==> src/pkg/psc_map.svh <==
// Constants for the 16-bit card control-signal block.
// Assumes inclusion by bare name from package and design files.
`ifndef PSC_MAP_SVH
`define PSC_MAP_SVH
`define PSC_STROBE_CYCLES 2
`define PSC_CMD_MEM_READ 3'h0
`define PSC_CMD_MEM_WRITE 3'h1
`define PSC_CMD_IO_READ 3'h2
`define PSC_CMD_IO_WRITE 3'h3
`define PSC_CMD_DMA_TO_HOST 3'h4
`define PSC_CMD_DMA_TO_CARD 3'h5
`endif

==> src/pkg/psc_pkg.sv <==
// Types for the 16-bit card control-signal block.
// Assumes psc_map.svh is on the include path.
`include "psc_map.svh"
package psc_pkg;
    typedef enum logic [1:0] {
        psc_idle,
        psc_strobe
    } psc_state_t;

    typedef struct packed {
        psc_state_t state;
        logic [7:0] count;
        logic [2:0] cmd;
        logic last;
        logic done;
        logic present;
        logic [1:0] detect;
        logic ready;
        logic irq;
        logic even_byte_select_n;
        logic odd_byte_select_n;
        logic mem_output_enable_n;
        logic mem_write_enable_n;
        logic io_read_strobe_n;
        logic io_write_strobe_n;
        logic attribute_select_n;
    } psc_regs_t;
endpackage : psc_pkg

==> src/hw/psc_ctrl.sv <==
// Control-signal sequencer for one 16-bit card socket.
// Assumes card inputs are synchronous to clk; one request at a time when busy is low.
`timescale 1ns/1ps
`default_nettype none
`include "psc_map.svh"
module psc_ctrl #(
    parameter int STROBE_CYCLES = `PSC_STROBE_CYCLES
) (
    input wire logic clk,
    input wire logic rst_b,
    input wire logic req_valid,
    input wire logic [2:0] req_cmd,
    input wire logic req_attr,
    input wire logic req_even,
    input wire logic req_odd,
    input wire logic req_last,
    input wire logic io_mode,
    input wire logic detect_line_one_n,
    input wire logic detect_line_two_n,
    input wire logic ready_irq_in,
    input wire logic input_acknowledge_n,
    output logic busy,
    output logic done,
    output logic card_present,
    output logic [1:0] detect_status,
    output logic mem_ready,
    output logic card_interrupt_request,
    output logic dma_request,
    output logic io_read_ack,
    output logic even_byte_select_n,
    output logic odd_byte_select_n,
    output logic mem_output_enable_n,
    output logic mem_write_enable_n,
    output logic io_read_strobe_n,
    output logic io_write_strobe_n,
    output logic attribute_select_n
);
    initial begin
        // The strobe counter is eight bits wide
        if (STROBE_CYCLES < 1) begin
            $error("STROBE_CYCLES below one");
        end
        if (STROBE_CYCLES > 255) begin
            $error("STROBE_CYCLES above counter range");
        end
    end

    // Idle levels: every card strobe and select deasserted
    localparam psc_pkg::psc_regs_t REGS_AT_RESET = '{
        state: psc_pkg::psc_idle,
        count: 8'h00,
        cmd: 3'h0,
        last: 1'b0,
        done: 1'b0,
        present: 1'b0,
        detect: 2'h3,
        ready: 1'b0,
        irq: 1'b0,
        even_byte_select_n: 1'b1,
        odd_byte_select_n: 1'b1,
        mem_output_enable_n: 1'b1,
        mem_write_enable_n: 1'b1,
        io_read_strobe_n: 1'b1,
        io_write_strobe_n: 1'b1,
        attribute_select_n: 1'b1
    };

    psc_pkg::psc_regs_t r;
    psc_pkg::psc_regs_t next_r;
    logic busy_q;

    always_comb begin
        next_r = r;
        next_r.done = 1'b0;
        // Status follows the card pins one cycle late
        next_r.detect = {detect_line_two_n, detect_line_one_n};
        next_r.present = !detect_line_one_n && !detect_line_two_n;
        next_r.ready = !io_mode && ready_irq_in;
        next_r.irq = io_mode && !ready_irq_in;
        case (r.state)
            psc_pkg::psc_idle: begin
                // Start every access from idle levels so nothing lingers
                next_r.even_byte_select_n = 1'b1;
                next_r.odd_byte_select_n = 1'b1;
                next_r.mem_output_enable_n = 1'b1;
                next_r.mem_write_enable_n = 1'b1;
                next_r.io_read_strobe_n = 1'b1;
                next_r.io_write_strobe_n = 1'b1;
                next_r.attribute_select_n = 1'b1;
                if (req_valid) begin
                    next_r.state = psc_pkg::psc_strobe;
                    next_r.count = 8'(STROBE_CYCLES - 1);
                    next_r.cmd = req_cmd;
                    next_r.last = req_last;
                    next_r.even_byte_select_n = !req_even;
                    next_r.odd_byte_select_n = !req_odd;
                    // One strobe per access, except output enable with the I/O read strobe on a last DMA-to-host transfer
                    case (req_cmd)
                        // Host memory read, common or attribute space
                        `PSC_CMD_MEM_READ: begin
                            next_r.mem_output_enable_n = 1'b0;
                            next_r.attribute_select_n = !req_attr;
                        end
                        // Host memory write, common or attribute space
                        `PSC_CMD_MEM_WRITE: begin
                            next_r.mem_write_enable_n = 1'b0;
                            next_r.attribute_select_n = !req_attr;
                        end
                        // Host I/O read; attribute select marks I/O space
                        `PSC_CMD_IO_READ: begin
                            next_r.io_read_strobe_n = 1'b0;
                            next_r.attribute_select_n = 1'b0;
                        end
                        // Host I/O write; attribute select marks I/O space
                        `PSC_CMD_IO_WRITE: begin
                            next_r.io_write_strobe_n = 1'b0;
                            next_r.attribute_select_n = 1'b0;
                        end
                        // DMA card to host; output enable doubles as terminal count
                        `PSC_CMD_DMA_TO_HOST: begin
                            next_r.io_read_strobe_n = 1'b0;
                            next_r.attribute_select_n = 1'b0;
                            next_r.mem_output_enable_n = !req_last;
                        end
                        // DMA host to card
                        `PSC_CMD_DMA_TO_CARD: begin
                            next_r.io_write_strobe_n = 1'b0;
                            next_r.attribute_select_n = 1'b0;
                        end
                        // Unused codes finish at once with no strobe
                        default: begin
                            next_r.state = psc_pkg::psc_idle;
                            next_r.done = 1'b1;
                        end
                    endcase
                end
            end
            psc_pkg::psc_strobe: begin
                if (r.count == 8'h00) begin
                    next_r.state = psc_pkg::psc_idle;
                    next_r.done = 1'b1;
                    next_r.even_byte_select_n = 1'b1;
                    next_r.odd_byte_select_n = 1'b1;
                    next_r.mem_output_enable_n = 1'b1;
                    next_r.mem_write_enable_n = 1'b1;
                    next_r.io_read_strobe_n = 1'b1;
                    next_r.io_write_strobe_n = 1'b1;
                    next_r.attribute_select_n = 1'b1;
                end else begin
                    next_r.count = r.count - 8'h01;
                end
            end
            default: begin
                next_r.state = psc_pkg::psc_idle;
            end
        endcase
    end

    always_ff @(posedge clk or negedge rst_b) begin
        if (!rst_b) begin
            r <= REGS_AT_RESET;
        end else begin
            r <= next_r;
        end
    end

    logic dma_req_q;
    logic io_ack_q;

    // Input acknowledge is the card's DMA request, during reads as well
    always_ff @(posedge clk or negedge rst_b) begin
        if (!rst_b) begin
            dma_req_q <= 1'b0;
        end else begin
            dma_req_q <= !input_acknowledge_n;
        end
    end

    // Acknowledge only counts while our read strobe is out
    always_ff @(posedge clk or negedge rst_b) begin
        if (!rst_b) begin
            io_ack_q <= 1'b0;
        end else begin
            io_ack_q <= !input_acknowledge_n && !r.io_read_strobe_n;
        end
    end

    // Busy has its own flop so the port comes straight from a register
    always_ff @(posedge clk or negedge rst_b) begin
        if (!rst_b) begin
            busy_q <= 1'b0;
        end else begin
            busy_q <= (next_r.state != psc_pkg::psc_idle);
        end
    end

    // Status and handshake outputs
    assign busy = busy_q;

    assign done = r.done;
    assign card_present = r.present;
    assign detect_status = r.detect;
    assign mem_ready = r.ready;
    assign card_interrupt_request = r.irq;
    assign dma_request = dma_req_q;
    assign io_read_ack = io_ack_q;

    // Card-side strobes and selects, all active low
    assign even_byte_select_n = r.even_byte_select_n;
    assign odd_byte_select_n = r.odd_byte_select_n;
    assign mem_output_enable_n = r.mem_output_enable_n;
    assign mem_write_enable_n = r.mem_write_enable_n;
    assign io_read_strobe_n = r.io_read_strobe_n;
    assign io_write_strobe_n = r.io_write_strobe_n;
    assign attribute_select_n = r.attribute_select_n;
endmodule : psc_ctrl
`default_nettype wire

==> config.mk <==
export PLATFORM = sky130hd
export DESIGN_NAME = psc_ctrl
export DESIGN_NICKNAME = d
export VERILOG_FILES = /design/src/pkg/psc_pkg.sv /design/src/hw/psc_ctrl.sv
export VERILOG_INCLUDE_DIRS = /design/src /design/src/pkg
export SDC_FILE = /design/constraint.sdc
export NUM_CORES = 1
export LEC_CHECK = 0
export BUFFER_PORTS_ARGS = -buffer_cell sky130_fd_sc_hd__buf_2
export CORE_MARGIN = 2
export CORE_UTILIZATION = 55
export DETAILED_ROUTE_END_ITERATION = 8
export PLACE_DENSITY_LB_ADDON = 0.2
export SLEW_MARGIN = 30
export SYNTH_ARGS = -nofsm -noshare
export SYNTH_HDL_FRONTEND = slang
export SYNTH_SLANG_ARGS = --single-unit
==> constraint.sdc <==
create_clock -name clk -period 2.6 [get_ports clk]
set_input_delay 0.26 -clock clk [delete_from_list [all_inputs] [get_ports clk]]
set_output_delay 0.26 -clock clk [all_outputs]
set_load 0.01 [all_outputs]
==> flow_metrics.env, run 1 <==
export IMPL_stdcell_area_um2=1410
export IMPL_rows=16
export IMPL_gp_congestion=0.873
export IMPL_yosys_warnings=0
export IMPL_antenna_found_initial=0
export IMPL_yosys_area_share_simple_pct=19.4
export IMPL_netlist_instances=102
export IMPL_drtAntennaViolNets=0
export IMPL_die_y_um=50.7
export IMPL_syn_num_nets=119
export IMPL_cap_violations=0
export IMPL_clkLatencyLatePin_ps=320
export IMPL_nets=151
export IMPL_startpoint="r[17]"
export IMPL_drc=0
export IMPL_core_um2=2000
export IMPL_io_pins=31
export IMPL_cts_buffers=3
export IMPL_seq_area_frac_synth_pct=55.3
export IMPL_fin_tns_setup_ps=0
export IMPL_area_delta_synth_final_pct=18.1
export IMPL_final_util_pct=70.6
export IMPL_drtPass1Iterations=4
export IMPL_status="complete, no violations"
export IMPL_dp_cells=155
export IMPL_vias=861
export IMPL_vias_per_cell=5.38
export IMPL_syn_area_per_cell_um2=11.7
export IMPL_cts_setup_buffers=0
export IMPL_peakVddDrop_v=0.000555
export IMPL_final_setup_skew_ps=9.36
export IMPL_synth_top_family_by_area="simple AND/OR/NAND/NOR gates"
export IMPL_yosys_area_top_type="dfrtp_1"
export IMPL_cts_root_buf="clkbuf_4"
export IMPL_drtIter0Drc=15
export IMPL_placed_cell_area_um2=1350
export IMPL_slew_viol_final=0
export IMPL_grt_usage_pct=19.8
export IMPL_grt_max_degree=27
export IMPL_hold_start="detect_line_one_n"
export IMPL_crit_fanout=7
export IMPL_synthesis_area_um2=1200
export IMPL_die_w_um=50.7
export IMPL_final_layout_size_suffix_gt1_share_pct=42.9
export IMPL_r2r_start="r[17]"
export IMPL_antenna_cells=0
export IMPL_clk_path_buf_depth=2
export IMPL_crit_required_ps=2850
export IMPL_synth_distinct_cells=35
export IMPL_grt_pass1_vias=880
export IMPL_timing_fmax_mhz=526
export IMPL_arrival_ps=2160
export IMPL_post_route_period_util_pct=73.2
export IMPL_cp_cell_sequence="inv_1, ha_1, nor3b_2, nand2_1, a21oi_4, mux2_2"
export IMPL_pre_cts_slack_ps=740
export IMPL_start_util_pct=59.8
export IMPL_grt_overflow=0
export IMPL_powerDensity_nw_per_um2=878
export IMPL_synth_xor_area_share_pct=2.19
export IMPL_start_kind="register"
export IMPL_end_kind="register"
export IMPL_synthMuxAreaShare_pct=7.42
export IMPL_setup_slack_ps=697
export IMPL_synth_top_area_share_pct=35.5
export IMPL_synth_compound_area_share_pct=9.51
export IMPL_post_drt_wl_per_cell_um=13.4
export IMPL_rsz0062_at_grt="no"
export IMPL_crit_type="register to register"
export IMPL_synthAdderAreaFrac_pct=2.09
export IMPL_setup_violations_final=0
export IMPL_portBuffers=30
export IMPL_power_leakage_uw=0.000659
export IMPL_hpwlAfterDp_mm=1.60
export IMPL_die_area_um2=2570
export IMPL_maxSlewHeadroom_pct=62.1
export IMPL_wirelength_mm=2.14
export IMPL_h_tree_depth=1
export IMPL_cp_slowest_cell="dfrtp_1"
export IMPL_fin_cells=160
export IMPL_numClockSinks=26
export IMPL_ys_ff_latch=26
export IMPL_grt_pass1_wl_mm=3.91
export IMPL_post_route_min_period_ps=1900
export IMPL_hold_class="input pin to register"
export IMPL_cts_tree="done"
export IMPL_clk_pin_slew_ps=150
export IMPL_netlist_top_cells_area="dfrtp_1 36%, dfstp_2 20%, mux2_2 6.6%"
export IMPL_cp_slowest_stage_delay_ps=420
export IMPL_hold_viol_final=0
export IMPL_worstMarginPinSlew_ps=568
-- worst max-delay path: cells and delay by family (launching register included) --
family / cells / cell delay [ps]
adder cells (fa/ha/maj): 1 / 140
multiplexers: 1 / 360
buffers and inverters: 1 / 100
flip-flops: 1 / 420
AO/OA/AOI/OAI: 1 / 300
AND/OR/NAND/NOR: 2 / 520
-- synth_stat cells --
cell type  number
xor2_1          1
conb_1          1
or4b_1          1
mux2i_1         1
buf_1           1
o22ai_1         1
a2111oi_2       1
or3_1           5
or2_2           1
dfstp_2         9
a211oi_1        1
buf_4           2
nand2_1         7
xnor2_1         2
nand3_1         4
mux2_2          7
o31ai_1         2
a21oi_4         1
dfrtp_1        17
nor2_1          7
a21oi_1         4
a211o_1         1
nand3b_1        1
buf_6           1
and2_2          2
nand2b_1        2
nor4_4          1
o21ai_0         2
a21o_1          2
nor2b_1         3
nor3_1          2
nor3b_2         1
ha_1            2
or4_1           2
inv_1           4
-- through the flow --
step           hold slack [ps]  total power, uW
2_1_floorplan            -35.6              869
3_3_place_gp               275              958
3_5_place_dp               289              972
4_1_cts                   28.9             1250
5_1_grt                   13.6             1330
6_report                  32.9             1240
-- cell usage in the layout, fill, tap and decap left out, types with 2 or more instances in the layout --
cell type,synthesis,routed
a21o_1,2,2
a21oi_1,4,4
and2_2,2,2
buf_2,0,30
clkbuf_4,0,3
dfrtp_1,17,17
dfstp_2,9,9
ha_1,2,2
inv_1,4,4
mux2_2,7,7
nand2_1,7,7
nand2b_1,2,2
nand3_1,4,4
nor2_1,7,7
nor2b_1,3,3
nor3_1,2,2
o21ai_0,2,2
o31ai_1,2,2
or3_1,5,5
or4_1,2,2
xnor2_1,2,2
-- where the power goes --
| part | leakage (uW) | internal (uW) | switching [uW] | total, uW |
|---|---|---|---|---|
| clock network | 0.0000279 | 156 | 119 | 274 |
| registers | 0.000316 | 501 | 83.3 | 584 |
| logic | 0.000314 | 178 | 205 | 383 |
| total | 0.000659 | 834 | 407 | 1240 |
-- logic make-up after synthesis --
family          after synthesis
buf+inv                       8
fa+ha+maj                     2
xor+xnor                      3
mux                           8
simple gates                 39
compound gates               15
other cells                   1
flops                        26
-- routing by layer --
layer / global-route usage [%] / part of all wire (%)
met1: 25.8 / 47
met4: 3.60 / 0.61
met5: 0 / 0
met2: 34.6 / 48
met3: 3.57 / 4.4
-- worst paths after layout --
| path | end | slack, ps | depth (start not counted) |
|---|---|---|---|
| min | detect_status[0] | 30 | 1 |
| min in group asynchronous | r[21] | 450 | 2 |
| max | attribute_select_n | 700 | 6 |
| max in group asynchronous | attribute_select_n | 1770 | 2 |
| max reg2reg | attribute_select_n | 700 | 6 |
| min reg2reg | r[17] | 500 | 1 |
-- flip-flops by register name, indices dropped and copies added, names as in the netlist --
register	flops
attribute_select_n	1
busy	1
card_interrupt_request	1
card_present	1
detect_status	2
dma_request	1
done	1
even_byte_select_n	1
io_read_ack	1
io_read_strobe_n	1
io_write_strobe_n	1
mem_output_enable_n	1
mem_ready	1
mem_write_enable_n	1
odd_byte_select_n	1
r	10
-- cell type report --
type / count / area, um2
sequential: 26 / 662
fill: 161 / 588
multi-input combinational: 68 / 490
timing repair buffer: 31 / 160
tap: 27 / 33.8
clock inverter: 1 / 30.0
clock buffer: 3 / 22.5
inverter: 4 / 15.0
-- what timing repair did --
item | in CTS | in global routing
hold buffers | 1 | 0
hold endpoints to repair | 17 | 0
gates resized for setup | 0 | 0
Power figures use the tool's default switching activity.
==> inputs of run 2 (changes only) <==
- CORE_UTILIZATION: 55 -> 46
- clock period: 2.6 -> 1.7 ns (I/O delays scaled with it)
==> flow_metrics.env, run 2 (same netlist as run 1, synthesis figures left out) <==
export IMPL_die_w_um=55.0
export IMPL_cp_cell_sequence="inv_2, ha_4, nor3b_4, a211o_1, or4_4, a21oi_2"
export IMPL_post_route_min_period_ps=1700
export IMPL_slew_viol_final=0
export IMPL_drtAntennaViolNets=0
export IMPL_final_layout_size_suffix_gt1_share_pct=52.3
export IMPL_cts_tree="done"
export IMPL_r2r_start="r[17]"
export IMPL_crit_family="simple AND/OR/NAND/NOR gates"
export IMPL_arrival_ps=1970
export IMPL_die_y_um=55.0
export IMPL_top_layer="met4"
export IMPL_drt_met1_wl_mm=1.07
export IMPL_clk_path_buf_depth=2
export IMPL_grt_usage_pct=16.2
export IMPL_hpwlAfterDp_mm=1.59
export IMPL_clk_pin_slew_ps=140
export IMPL_cp_slowest_stage_delay_ps=430
export IMPL_grt_pass1_vias=796
export IMPL_end_kind="register"
export IMPL_cp_slowest_cell="or4_4"
export IMPL_rows=18
export IMPL_drc=0
export IMPL_wirelength_mm=2.38
export IMPL_regMostFlops="r"
export IMPL_grt_pass1_wl_mm=3.44
export IMPL_final_util_pct=66.0
export IMPL_violations="setup timing"
export IMPL_drtIter0Drc=9
export IMPL_hold_class="input pin to register"
export IMPL_final_cell_mix="30 x buf_2, 15 x dfrtp_1, 12 x buf_4"
export IMPL_start_kind="register"
export IMPL_vias=934
export IMPL_antenna_cells=0
export IMPL_peakVddDrop_v=0.000882
export IMPL_startpoint="r[17]"
export IMPL_vias_per_cell=5.16
export IMPL_path_depth=6
export IMPL_crit_fanout=5
export IMPL_reg2reg_depth=6
export IMPL_status="complete, but fails checks"
export IMPL_post_route_period_util_pct=100
export IMPL_antenna_found_initial=0
export IMPL_area_delta_synth_final_pct=36.5
export IMPL_maxSlewHeadroom_pct=62.2
export IMPL_post_drt_wl_per_cell_um=13.2
export IMPL_total_power_uw=2160
export IMPL_power_leakage_uw=0.000778
export IMPL_portBuffers=30
export IMPL_hold_viol_final=0
export IMPL_worstReg2RegEnd="r[21]"
export IMPL_setup_slack_ps=-1.92
export IMPL_rsz0062_at_grt="yes"
export IMPL_crit_end="r[21]"
export IMPL_final_common_cell="buf_2"
export IMPL_cts_buffers=3
export IMPL_wl_met2_mm=1.18
export IMPL_die_area_um2=3030
export IMPL_drtPass1Iterations=3
export IMPL_final_setup_skew_ps=2.37
export IMPL_crit_type="register to register"
export IMPL_nets=169
export IMPL_setup_violations_final=1
export IMPL_crit_required_ps=1970
export IMPL_wl_met3_um=95
export IMPL_core_um2=2480
export IMPL_gp_congestion=0.799
export IMPL_grt_overflow=0
export IMPL_start_util_pct=48.3
export IMPL_numClockSinks=26
export IMPL_powerDensity_nw_per_um2=1320
export IMPL_cts_root_buf="clkbuf_4"
export IMPL_largest_reg_flops=10
export IMPL_reg2reg_slack_ps=-2
export IMPL_grt_max_degree=27
export IMPL_timing_fmax_mhz=588
export IMPL_cap_violations=0
export IMPL_io_pins=31
export IMPL_worst_path_buf_inv=1
export IMPL_fillCellCount=203
export IMPL_h_tree_depth=1
export IMPL_hold_start="req_odd"
export IMPL_clkLatencyLatePin_ps=330
export IMPL_worstMarginPinSlew_ps=568
## run 2: power by group
part	switching, uW	leakage (uW)	internal (uW)	total (uW)
logic	409	0.000439	481	890
registers	125	0.000313	771	896
clock network	192	0.0000261	180	372
## run 2: final cells by class
class	count	area, um2	area share [%]
clock buffer	4	47.5	2.91
sequential	26	664	40.7
timing repair buffer	49	320	19.6
inverter	4	15.0	0.919
multi-input combinational	68	549	33.6
tap	30	37.5	2.30
## run 2: worst min-delay path by stage
| stage | cells after the start | slack [ps] | to |
|---|---|---|---|
| 4_1_cts | 3 | 110 | odd_byte_select_n |
| 3_5_place_dp | 1 | 200 | r[20] |
| 2_1_floorplan | 0 | -130 | busy |
| 5_1_grt | 3 | 130 | even_byte_select_n |
| 6_report | 3 | 130 | odd_byte_select_n |
| 3_3_place_gp | 1 | 190 | r[20] |
## run 2: tightest hold or removal path, delay by kind of cell
family	cells	cell delay [ps]
AND/OR/NAND/NOR	1	50
buffers and inverters	1	100
multiplexers	1	130
## run 2: timing repair
action / CTS / global route
setup buffers: 0 / 6
hold buffers: 6 / 0
pin swaps: 2 / 3
endpoints found under the hold margin: 24 / 0
endpoints found under the setup margin: 8 / 11
cloned: 0 / 0
resized for setup: 1 / 17
## run 2: metrics by stage
| step | worst slack (ps) | cells | cell area (um2) | setup TNS [ps] | hold WS (ps) |
|---|---|---|---|---|---|
| 2_1_floorplan | 15.2 | 102 | 1200 | 0 | -126 |
| 3_3_place_gp | 13.2 | 165 | 1410 | 0 | 187 |
| 4_1_cts | 0.679 | 175 | 1520 | 0 | 115 |
| 3_5_place_dp | -13.9 | 165 | 1410 | -63.2 | 195 |
| 6_report | -1.92 | 181 | 1630 | -1.92 | 134 |
| 5_1_grt | -80.7 | 181 | 1630 | -266 | 127 |
## run 2: routing by layer
layer,global-route usage (%),vias to the layer above
met2,26.2,22
met3,3.23,4
met1,20.9,459
met4,7.32,0
li1,-,449
met5,0,-
==> inputs of run 3 (changes only) <==
- BUFFER_PORTS_ARGS: -buffer_cell sky130_fd_sc_hd__buf_2 -> -buffer_cell sky130_fd_sc_hd__buf_4
- RECOVER_POWER: unset -> 25
==> flow_metrics.env, run 3 (same netlist as run 1, synthesis figures left out) <==
export IMPL_hold_viol_final=0
export IMPL_cts_root_buf="clkbuf_4"
export IMPL_area_delta_synth_final_pct=40.4
export IMPL_cts_buffers=3
export IMPL_grt_usage_pct=18.0
export IMPL_grt_max_degree=27
export IMPL_stdcell_area_um2=1680
export IMPL_cp_slowest_stage_delay_ps=420
export IMPL_fillCellCount=194
export IMPL_portBuffers=30
export IMPL_nets=165
export IMPL_post_route_period_util_pct=98.4
export IMPL_clkLatencyLatePin_ps=320
export IMPL_cts_tree="done"
export IMPL_antenna_found_initial=0
export IMPL_slew_viol_final=0
export IMPL_worstMarginPinSlew_ps=609
export IMPL_crit_family="simple AND/OR/NAND/NOR gates"
export IMPL_hold_class="input pin to register"
export IMPL_die_area_um2=3030
export IMPL_regMostFlops="r"
export IMPL_final_setup_skew_ps=6.88
export IMPL_power_leakage_uw=0.000784
export IMPL_die_w_um=55.0
export IMPL_gp_congestion=0.864
export IMPL_final_common_cell="buf_4"
export IMPL_antenna_cells=0
export IMPL_io_pins=31
export IMPL_final_layout_size_suffix_gt1_share_pct=51.0
export IMPL_die_y_um=55.0
export IMPL_start_kind="register"
export IMPL_rsz0062_at_grt="yes"
export IMPL_vias_per_cell=5.16
export IMPL_hold_ws_ps=153
export IMPL_largest_reg_flops=10
export IMPL_final_cell_mix="35 x buf_4, 14 x dfrtp_1, 9 x dfstp_2"
export IMPL_worst_path_buf_inv=1
export IMPL_post_drt_wl_per_cell_um=13.4
export IMPL_crit_type="register to register"
export IMPL_fin_cells=177
export IMPL_start_util_pct=48.3
export IMPL_combPwrFrac_pct=39.6
export IMPL_core_um2=2480
export IMPL_arrival_ps=1920
export IMPL_cp_cell_sequence="inv_2, ha_4, nor3b_4, a211o_1, or4_1, a21oi_1"
export IMPL_numClockSinks=26
export IMPL_powerDensity_nw_per_um2=1300
export IMPL_power_switching_uw=698
export IMPL_setup_violations_final=0
export IMPL_cap_violations=0
export IMPL_grt_pass1_wl_mm=3.88
export IMPL_drtPass1Iterations=4
export IMPL_drtIter0Drc=8
export IMPL_fin_tns_setup_ps=0
export IMPL_intPower_uw=1490
export IMPL_timing_fmax_mhz=598
export IMPL_clk_pin_slew_ps=140
export IMPL_peakVddDrop_v=0.000914
export IMPL_cp_slowest_cell="or4_1"
export IMPL_post_route_min_period_ps=1670
export IMPL_wirelength_mm=2.37
export IMPL_grt_pass1_vias=869
export IMPL_vias=914
export IMPL_crit_fanout=5
export IMPL_end_kind="register"
export IMPL_clk_path_buf_depth=2
export IMPL_rows=18
export IMPL_maxSlewHeadroom_pct=59.4
export IMPL_seqPwrFrac_pct=41.3
export IMPL_h_tree_depth=1
export IMPL_clkPwrFrac_pct=19.1
export IMPL_placed_cell_area_um2=1480
export IMPL_drc=0
export IMPL_crit_required_ps=1950
export IMPL_status="complete, no violations"
export IMPL_swShare_pct=31.8
export IMPL_grt_overflow=0
export IMPL_hpwlAfterDp_mm=1.69
export IMPL_drtAntennaViolNets=0
export IMPL_dp_cells=164
export IMPL_final_util_pct=67.9
==> run 3: tightest hold or removal path, stage by stage <==
cell	delay (ps)
buf_4	100
nand2_1	50
mux2_4	130
==> run 3: cell type report <==
class / instances / area [um2] / area share [%]
inverters: 4 / 15.0 / 0.893
well taps: 30 / 37.5 / 2.23
repair buffers: 45 / 367 / 21.8
flip-flops and latches: 26 / 666 / 39.6
clock buffers: 3 / 22.5 / 1.34
clock inverters: 1 / 30.0 / 1.79
multi-input cells: 68 / 544 / 32.4
==> run 3: worst paths after layout <==
check	start	endpoint	slack [ps]	depth (start not counted)
max in group asynchronous	rst_b	r[20]	900	2
hold reg to reg	io_read_strobe_n	io_read_ack	520	1
setup / recovery	r[18]	r[21]	30	6
hold / removal	req_odd	odd_byte_select_n	150	3
min in group asynchronous	rst_b	card_present	370	2
setup reg to reg	r[18]	r[21]	30	6
==> run 3: metal layers <==
layer  track usage (%)  vias to the layer above  wire length, um
met2              28.8                       27             1200
met5                 0                        -                0
met3              4.03                        2              110
met4              7.32                        0               19
li1                  -                      441                -
met1              23.7                      444             1050
==> run 3: power groups by stage <==
stage	clock, uW	combinational (uW)	sequential (uW)
floorplan	0	433	914
global placement	0	746	900
detailed placement	0	761	906
CTS	432	789	895
global route	448	966	929
finish	418	869	905
==> run 3: through the flow <==
| step | setup slack [ps] | power [uW] |
|---|---|---|
| 2_1_floorplan | 15.2 | 1350 |
| 3_3_place_gp | 8.78 | 1650 |
| 3_5_place_dp | -39.1 | 1670 |
| 4_1_cts | -6.65 | 2120 |
| 5_1_grt | -53.5 | 2340 |
| 6_report | 27.9 | 2190 |
==> run 3: what timing repair did <==
| item | 4_1_cts | 5_1_grt |
|---|---|---|
| gates resized for setup | 1 | 17 |
| pin swaps | 3 | 1 |
| endpoints found under the hold margin | 24 | 0 |
| endpoints found under the setup margin | 8 | 12 |
| setup buffers | 1 | 2 |
| hold buffers | 6 | 0 |
